--- src/dpsc_pkg.sv ---
// Constants, types and encodings shared by the serial control port.
// Assumes one 40 MHz system clock; all pins arrive asynchronous to it.

package dpsc_pkg;

	// ==========================================================
	// Frame geometry
	localparam int FRAME_BITS = 16;
	localparam int CNT_W      = 4;
	localparam int CMD_W      = 4;
	localparam int DATA_W     = 10;
	localparam logic [CNT_W-1:0] CNT_LAST = 4'hf;

	// ==========================================================
	// Wiper and nonvolatile memory
	localparam logic [DATA_W-1:0] WIPER_MIDSCALE = 10'h200;
	localparam logic [DATA_W-1:0] WIPER_ZERO_B   = 10'h000;
	localparam logic [DATA_W-1:0] LOW_RES_MASK   = 10'h3fc;
	localparam int NV_DEPTH = 20;
	localparam int NV_AW    = 5;
	localparam logic [NV_AW-1:0] NV_COUNT_FULL = 5'h14;

	// ==========================================================
	// Timing
	localparam int CLK_FREQ_MHZ  = 40;
	localparam int STORE_TIME_US = 6000;
	localparam int STORE_CYCLES  = STORE_TIME_US * CLK_FREQ_MHZ;

	// ==========================================================
	// Commands and states
	typedef enum logic [CMD_W-1:0] {
		CMD_NOP      = 4'h0,
		CMD_WRITE    = 4'h1,
		CMD_READBACK = 4'h2,
		CMD_STORE    = 4'h3,
		CMD_REFRESH  = 4'h4
	} dpsc_cmd_e;

	typedef enum logic [1:0] {
		ST_IDLE  = 2'b00,
		ST_STORE = 2'b01,
		ST_FETCH = 2'b10,
		ST_LOAD  = 2'b11
	} dpsc_state_e;

	typedef struct packed {
		logic [1:0]        zeros;
		logic [CMD_W-1:0]  cmd;
		logic [DATA_W-1:0] data;
	} dpsc_frame_s;

	typedef struct packed {
		logic sync_n;
		logic sclk;
		logic din;
		logic hw_reset;
	} dpsc_pins_s;

endpackage

--- src/dpsc_nv_mem.sv ---
// Wiper nonvolatile memory array, one write and one registered read port.
// Assumes the caller never writes past the last of the DEPTH locations.
`timescale 1ns/1ps

module dpsc_nv_mem #(
	parameter int WIDTH = 10,
	parameter int DEPTH = 20,
	parameter int AW    = 5
) (
	input  wire logic             i_clk,
	input  wire logic             i_rst,
	input  wire logic             i_we,
	input  wire logic [AW-1:0]    i_waddr,
	input  wire logic [WIDTH-1:0] i_wdata,
	input  wire logic [AW-1:0]    i_raddr,
	output logic      [WIDTH-1:0] o_rdata
);

	logic [WIDTH-1:0] mem [DEPTH];

	// ==========================================================
	// Array write; no reset so it maps onto plain storage
	always_ff @(posedge i_clk) begin
		if (i_we) begin
			mem[i_waddr] <= i_wdata;
		end
	end

	// Registered read, one cycle of latency
	always_ff @(posedge i_clk or posedge i_rst) begin
		if (i_rst) begin
			o_rdata <= '0;
		end else begin
			o_rdata <= mem[i_raddr];
		end
	end

endmodule

--- src/dpsc_serial_port.sv ---
// Serial control port of a single-channel digital potentiometer.
// Assumes frame-sync, serial clock, data and reset pins are asynchronous
// and slow enough (serial clock period >= 8 system clocks) to oversample.
`timescale 1ns/1ps

module dpsc_serial_port #(
	parameter int STORE_CYCLES = dpsc_pkg::STORE_CYCLES,
	parameter bit LOW_RES      = 1'b0
) (
	input  wire logic                        i_mclk,
	input  wire logic                        i_rst,
	input  wire logic                        i_sync_n,
	input  wire logic                        i_sclk,
	input  wire logic                        i_din,
	input  wire logic                        i_hw_reset,
	output logic      [dpsc_pkg::DATA_W-1:0] o_wiper,
	output logic                             o_sdo_o,
	output logic                             o_sdo_oe,
	output logic                             o_rdy_o,
	output logic                             o_rdy_oe,
	output logic      [dpsc_pkg::NV_AW-1:0]  o_nv_count
);

	localparam int TMR_W = $clog2(STORE_CYCLES + 1);
	localparam logic [TMR_W-1:0] TMR_LAST = TMR_W'(STORE_CYCLES - 1);

	// ==========================================================
	// Pin synchronisers
	dpsc_pkg::dpsc_pins_s pins_in;
	dpsc_pkg::dpsc_pins_s pins_meta;
	dpsc_pkg::dpsc_pins_s pins_sync;
	dpsc_pkg::dpsc_pins_s pins_prev;

	assign pins_in = '{sync_n: i_sync_n, sclk: i_sclk, din: i_din,
		hw_reset: i_hw_reset};

	// Idle levels: sync high, clock high, reset pin high (tied when unused)
	always_ff @(posedge i_mclk or posedge i_rst) begin
		if (i_rst) begin
			pins_meta <= 4'hd;
			pins_sync <= 4'hd;
			pins_prev <= 4'hd;
		end else begin
			pins_meta <= pins_in;
			pins_sync <= pins_meta;
			pins_prev <= pins_sync;
		end
	end

	// ==========================================================
	// Edge detection on synchronised pins only
	logic sclk_fall;
	logic sync_rise;
	logic hw_rise;

	assign sclk_fall = pins_prev.sclk & ~pins_sync.sclk;
	assign sync_rise = ~pins_prev.sync_n & pins_sync.sync_n;
	assign hw_rise   = ~pins_prev.hw_reset & pins_sync.hw_reset;

	// ==========================================================
	// State and storage
	dpsc_pkg::dpsc_state_e                 state;
	dpsc_pkg::dpsc_state_e                 next_state;
	logic [dpsc_pkg::FRAME_BITS-1:0]       sreg;
	logic [dpsc_pkg::FRAME_BITS-1:0]       next_sreg;
	logic [dpsc_pkg::CNT_W-1:0]            bit_cnt;
	logic                                  seen16;
	logic [TMR_W-1:0]                      tmr;
	logic                                  por_pend;
	logic [dpsc_pkg::DATA_W-1:0]           wiper;
	logic [dpsc_pkg::DATA_W-1:0]           next_wiper;
	logic [dpsc_pkg::NV_AW-1:0]            nv_count;
	logic [dpsc_pkg::DATA_W-1:0]           nv_rdata;

	// ==========================================================
	// Frame decode
	dpsc_pkg::dpsc_frame_s frame;
	logic [dpsc_pkg::DATA_W-1:0] frame_data;
	logic locked;
	logic shift_en;
	logic frame_ok;
	logic nv_empty;
	logic nv_full;
	logic do_write;
	logic do_readback;
	logic do_store;
	logic do_refresh;
	logic store_done;

	assign frame      = dpsc_pkg::dpsc_frame_s'(sreg);
	// Low-resolution build ignores the two lowest data bits
	assign frame_data = LOW_RES ? (frame.data & dpsc_pkg::LOW_RES_MASK)
		: frame.data;
	assign locked     = (state != dpsc_pkg::ST_IDLE);
	assign shift_en   = ~pins_sync.sync_n & sclk_fall & ~locked;
	// Whole multiples of sixteen only; anything else is an abort
	assign frame_ok   = sync_rise & seen16 & (bit_cnt == '0)
		& ~locked;
	assign nv_empty   = (nv_count == '0);
	assign nv_full    = (nv_count == dpsc_pkg::NV_COUNT_FULL);
	assign do_write    = frame_ok & (frame.cmd == dpsc_pkg::CMD_WRITE);
	assign do_readback = frame_ok & (frame.cmd == dpsc_pkg::CMD_READBACK);
	assign do_store    = frame_ok & (frame.cmd == dpsc_pkg::CMD_STORE)
		& ~nv_full;
	assign do_refresh  = (frame_ok & (frame.cmd == dpsc_pkg::CMD_REFRESH))
		| hw_rise | por_pend;
	assign store_done  = (state == dpsc_pkg::ST_STORE) & (tmr == TMR_LAST);

	// ==========================================================
	// Next state, wiper and shift register
	always_comb begin
		next_state = state;
		next_wiper = wiper;
		next_sreg  = sreg;
		if (shift_en) begin
			next_sreg = {sreg[dpsc_pkg::FRAME_BITS-2:0],
				pins_sync.din};
		end else if (do_readback) begin
			next_sreg = {2'b00, dpsc_pkg::CMD_READBACK, wiper};
		end
		case (state)
			dpsc_pkg::ST_IDLE: begin
				if (do_write) begin
					next_wiper = frame_data;
				end else if (do_store) begin
					next_state = dpsc_pkg::ST_STORE;
				end else if (do_refresh && nv_empty) begin
					next_wiper = dpsc_pkg::WIPER_MIDSCALE;
				end else if (do_refresh) begin
					next_state = dpsc_pkg::ST_FETCH;
				end
			end
			dpsc_pkg::ST_STORE: begin
				if (store_done) begin
					next_state = dpsc_pkg::ST_IDLE;
				end
			end
			dpsc_pkg::ST_FETCH: begin
				next_state = dpsc_pkg::ST_LOAD;
			end
			dpsc_pkg::ST_LOAD: begin
				next_wiper = nv_rdata;
				next_state = dpsc_pkg::ST_IDLE;
			end
			default: begin
				next_state = dpsc_pkg::ST_IDLE;
			end
		endcase
	end

	// ==========================================================
	// Control registers
	always_ff @(posedge i_mclk or posedge i_rst) begin
		if (i_rst) begin
			state    <= dpsc_pkg::ST_IDLE;
			wiper    <= dpsc_pkg::WIPER_MIDSCALE;
			sreg     <= '0;
			por_pend <= 1'b1;
		end else begin
			state    <= next_state;
			wiper    <= next_wiper;
			sreg     <= next_sreg;
			por_pend <= por_pend & locked; // Power-on refresh once idle
		end
	end

	// Bit counter; wraps every sixteen clocks, cleared at frame start
	always_ff @(posedge i_mclk or posedge i_rst) begin
		if (i_rst) begin
			bit_cnt <= '0;
			seen16  <= 1'b0;
		end else if (pins_sync.sync_n) begin
			bit_cnt <= '0;
			seen16  <= 1'b0;
		end else if (shift_en) begin
			bit_cnt <= bit_cnt + 4'h1;
			seen16  <= seen16 | (bit_cnt == dpsc_pkg::CNT_LAST);
		end
	end

	// Store timer and programmed-location count
	always_ff @(posedge i_mclk or posedge i_rst) begin
		if (i_rst) begin
			tmr      <= '0;
			nv_count <= '0;
		end else begin
			tmr      <= (state == dpsc_pkg::ST_STORE) ? tmr + 1'b1 : '0;
			if (store_done) begin
				nv_count <= nv_count + 5'h01;
			end
		end
	end

	// ==========================================================
	// Wiper memory; write at store entry, read newest location
	logic [dpsc_pkg::NV_AW-1:0] nv_raddr;

	assign nv_raddr = nv_empty ? '0 : nv_count - 5'h01;

	dpsc_nv_mem #(
		.WIDTH (dpsc_pkg::DATA_W),
		.DEPTH (dpsc_pkg::NV_DEPTH),
		.AW    (dpsc_pkg::NV_AW)
	) u_nv_mem (
		.i_clk   (i_mclk),
		.i_rst   (i_rst),
		.i_we    (do_store & ~locked),
		.i_waddr (nv_count),
		.i_wdata (wiper),
		.i_raddr (nv_raddr),
		.o_rdata (nv_rdata)
	);

	// ==========================================================
	// Pin outputs; open drain pulls low only, so data level is always 0
	always_ff @(posedge i_mclk or posedge i_rst) begin
		if (i_rst) begin
			o_wiper    <= dpsc_pkg::WIPER_MIDSCALE;
			o_sdo_o    <= 1'b0;
			o_sdo_oe   <= 1'b0;
			o_rdy_o    <= 1'b0;
			o_rdy_oe   <= 1'b1;
			o_nv_count <= '0;
		end else begin
			o_wiper    <= next_wiper;
			o_sdo_o    <= 1'b0;
			// Released outside frames so chained parts share the line
			o_sdo_oe   <= ~pins_sync.sync_n
				& ~next_sreg[dpsc_pkg::FRAME_BITS-1];
			o_rdy_o    <= 1'b0;
			// Held low while busy; released high on completion
			o_rdy_oe   <= (next_state != dpsc_pkg::ST_IDLE)
				| por_pend;
			o_nv_count <= nv_count + (store_done ? 5'h01 : 5'h00);
		end
	end

endmodule

--- config.mk ---
export PLATFORM = sky130hd
export DESIGN_NAME = dpsc_serial_port
export DESIGN_NICKNAME = d
export VERILOG_FILES = /design/src/dpsc_pkg.sv /design/src/dpsc_nv_mem.sv /design/src/dpsc_serial_port.sv
export SDC_FILE = /design/constraint.sdc
export NUM_CORES = 1
export LEC_CHECK = 0
export BUFFER_PORTS_ARGS = -buffer_cell sky130_fd_sc_hd__buf_2
export CAP_MARGIN = 10
export CORE_MARGIN = 2
export CORE_UTILIZATION = 45
export CTS_CLUSTER_SIZE = 10
export DETAILED_ROUTE_END_ITERATION = 8
export GPL_ROUTABILITY_DRIVEN = 0
export SLEW_MARGIN = 20
export SYNTH_ARGS = -nofsm -noshare
export SYNTH_HDL_FRONTEND = slang
export SYNTH_HIERARCHICAL = 1
export SYNTH_SLANG_ARGS = --single-unit
--- constraint.sdc ---
create_clock -name i_mclk -period 3.2 [get_ports i_mclk]
set_clock_uncertainty 0.15 [all_clocks]
set_input_delay 0 -clock i_mclk [delete_from_list [all_inputs] [get_ports i_mclk]]
set_output_delay 0 -clock i_mclk [all_outputs]
set_load 0.1 [all_outputs]
==> flow_metrics.env <==
export IMPL_rsz0062_at_grt="no"
export IMPL_root_buffer="clkbuf_16"
export IMPL_cap_violations=0
export IMPL_crit_top_cell="buf_4"
export IMPL_drt_pass1_iterations=5
export IMPL_synthCells=714
export IMPL_fill_cells=2026
export IMPL_worstPathRequired_ns=3.26
export IMPL_path_max_fanout=10
export IMPL_rows=58
export IMPL_grt_overflow_total=0
export IMPL_maxSlewHeadroom_pct=33.7
export IMPL_worstMarginPinSlew_ns=0.995
export IMPL_reg2reg_from="state[1]"
export IMPL_cts_max_level=2
export IMPL_utilization_pct=53.4
export IMPL_cp_data_arrival_time_ns=3.10
export IMPL_path_class="register to register"
export IMPL_ys_seq_area_share_pct=69.8
export IMPL_diodes=0
export IMPL_cts_setup_buffers=0
export IMPL_synth_top_cell_by_area="edfxtp_1"
export IMPL_cts_tree="yes"
export IMPL_antenna_found_initial=0
export IMPL_holdPathEnd="pins_sync[1]"
export IMPL_cp_end_kind="register"
export IMPL_reg2reg_depth=9
export IMPL_crit_path_cell_trace="inv_1 -> ha_1 -> nand4bb_4 -> or2_4 -> nor4b_2 -> buf_4 -> or3b_2 -> nor2_1 -> buf_4"
export IMPL_start_kind="register"
export IMPL_start_util_pct=46.1
export IMPL_numCtsBuffers=35
export IMPL_power_total_mw=7.68
export IMPL_syn_avg_cell_area_um2=16.4
export IMPL_yosys_area_top_type_share_pct=51.4
export IMPL_setup_viol=0
export IMPL_critPathSlowestCell="or3b_2"
export IMPL_crit_path_max_incr_delay_ns=0.55
export IMPL_synth_seq_cells=285
export IMPL_drc_errors=0
export IMPL_yosys_warnings=6
export IMPL_port_buffers=22
export IMPL_run_status="complete, no violations"
export IMPL_rr_endpoint="u_nv_mem/mem[0][3]"
export IMPL_synth_edf_count=200
export IMPL_dieArea_um2=27300
export IMPL_hold_class="register to register"
export IMPL_synth_area_um2=11700
export IMPL_vias=6391
export IMPL_ant_nets=0
export IMPL_wirelength_mm=24.4
export IMPL_grt_pass1_wl_mm=38.0
export IMPL_p_leak_nw=5.09
export IMPL_dp_final_hpwl_mm=16.2
export IMPL_core_area_um2=25300
export IMPL_final_cell_mix="200 x edfxtp_1, 73 x dfrtp_1, 56 x nand2_1"
export IMPL_r2r_slack_ns=0.16
export IMPL_timing_final_crit_share_pct=95.1
export IMPL_area_growth_pct=15.7
export IMPL_grt_pass1_vias=6751
export IMPL_grt_max_degree=44
export IMPL_clkLatencyLatePin_ns=0.51
export IMPL_finalMaxSlewViolations=0
export IMPL_ys_top_cells_by_area="edfxtp_1 51%, dfrtp_1 16%, mux4_1 3.4%, mux2i_1 3.3%, mux4_2 3.1%"
export IMPL_first_iter_violations=485
export IMPL_ys_flop_type="edfxtp_1"
export IMPL_die_h_um=165
export IMPL_nets=817
export IMPL_post_drt_wl_per_cell_um=21.2
export IMPL_final_common_cell="edfxtp_1"
export IMPL_max_freq_mhz=329
export IMPL_final_min_clock_period_ns=3.04
export IMPL_ir_drop_uv=376
export IMPL_vias_per_cell=5.56
export IMPL_yosysUniqueCellTypes=67
export IMPL_fin_area_um2=13500
export IMPL_hold_viol_final=0
export IMPL_cts_sinks=285
export IMPL_powerDensity_nw_per_um2=568
export IMPL_drive_gt1_share_pct=21.4
export IMPL_die_w_um=165
export IMPL_synthArstFlopShare_pct=29.8
export IMPL_path_clk_slew_ns=0.05
export IMPL_grt_usage_pct=18.8
export IMPL_hold_depth=0
export IMPL_io_pins=25
export IMPL_hold_start="pins_meta[1]"
export IMPL_cts_buffer_depth=3
export IMPL_dpl_cell_area_um2=12400
export IMPL_tns_ns=0
[layout make-up]
type	instances	area [um^2]	share of cell area, %
sequential	285	8150	60.3
multi-input combinational	383	3270	24.2
clock buffer	53	975	7.21
timing repair buffer	77	586	4.33
tap	330	413	3.05
clock inverter	5	66.3	0.491
inverter	16	60.1	0.444
[worst max-delay path by stage]
stage,endpoint,depth (start not counted),start,slack [ns]
final,u_nv_mem/mem[0][3],9,state[1],0.16
after CTS,u_nv_mem/mem[0][3],9,state[1],0.07
after detailed placement,u_nv_mem/mem[0][6],9,state[1],0.08
after global routing,u_nv_mem/mem[8][4],9,state[1],0.04
after floorplan,u_nv_mem/mem[0][0],7,state[0],-0.04
after global placement,u_nv_mem/mem[12][0],9,state[1],0.15
[power breakdown]
group | leakage, nW | internal, mW | switching [mW] | total [mW]
Sequential | 3.18 | 3.95 | 0.0287 | 3.98
Clock | 0.497 | 2.18 | 1.42 | 3.60
Combinational | 1.42 | 0.0335 | 0.0675 | 0.101
Total | 5.09 | 6.16 | 1.52 | 7.68
[state kept, by name, indices dropped and copies added (netlist names)]
register          count
u_nv_mem/mem        200
tmr                  18
frame                16
o_wiper              10
u_nv_mem/o_rdata     10
nv_count              5
o_nv_count            5
bit_cnt               4
pins_meta             4
pins_sync             4
pins_prev             3
state                 2
o_rdy_oe              1
o_sdo_oe              1
por_pend              1
seen16                1
[repair_timing]
action / CTS / global route
endpoints found under the setup margin: 0 / 30
hold endpoints to repair: 80 / 0
resized for setup: 0 / 1
hold buffers: 10 / 0
[logic make-up after synthesis]
| group | synth area share [%] |
|---|---|
| other | 0.0321 |
| DFF | 69.8 |
| buffers and inverters | 2.47 |
| AOI/OAI and AO/OA | 5.34 |
| xor gates and xnor gates | 1.72 |
| muxes | 11.7 |
| and+or+nand+nor | 7.53 |
| adders and majority gates | 1.39 |
[synthesized netlist by cell type, drive strengths merged (3+ instances only)]
library cell	count
edfxtp	200
dfrtp	73
nand2	56
nor2	52
a22oi	38
mux2i	38
mux4	31
buf	21
mux2	20
o21ai	20
inv	15
ha	13
xnor2	13
dfstp	12
nand4	10
xor2	10
a22o	9
clkbuf	9
a21oi	7
nand3	7
nor3	6
or3	6
and2	5
nand3b	5
nor4	3
nor4b	3
[per-layer routing]
metal,global-route usage (%),share of wire [%]
met5,0,0
met4,6.17,2.7
met3,4.05,5.3
met2,30.3,49
met1,25.6,43
[metrics by stage]
stage	setup slack (ns)	hold WS [ns]	instances
2_1_floorplan	-0.0425	-0.310	715
3_3_place_gp	0.151	-0.124	1081
3_5_place_dp	0.0835	-0.112	1081
4_1_cts	0.0747	0.207	1149
5_1_grt	0.0389	0.210	1149
6_report	0.158	0.205	1149
[worst max-delay path: cells and delay by family (launching register included)]
kind / cells / cell delay [ns]
DFF: 1 / 0.41
buffers and inverters: 3 / 0.50
and+or+nand+nor: 5 / 1.45
adders and majority gates: 1 / 0.23
Power figures use the tool's default switching activity.
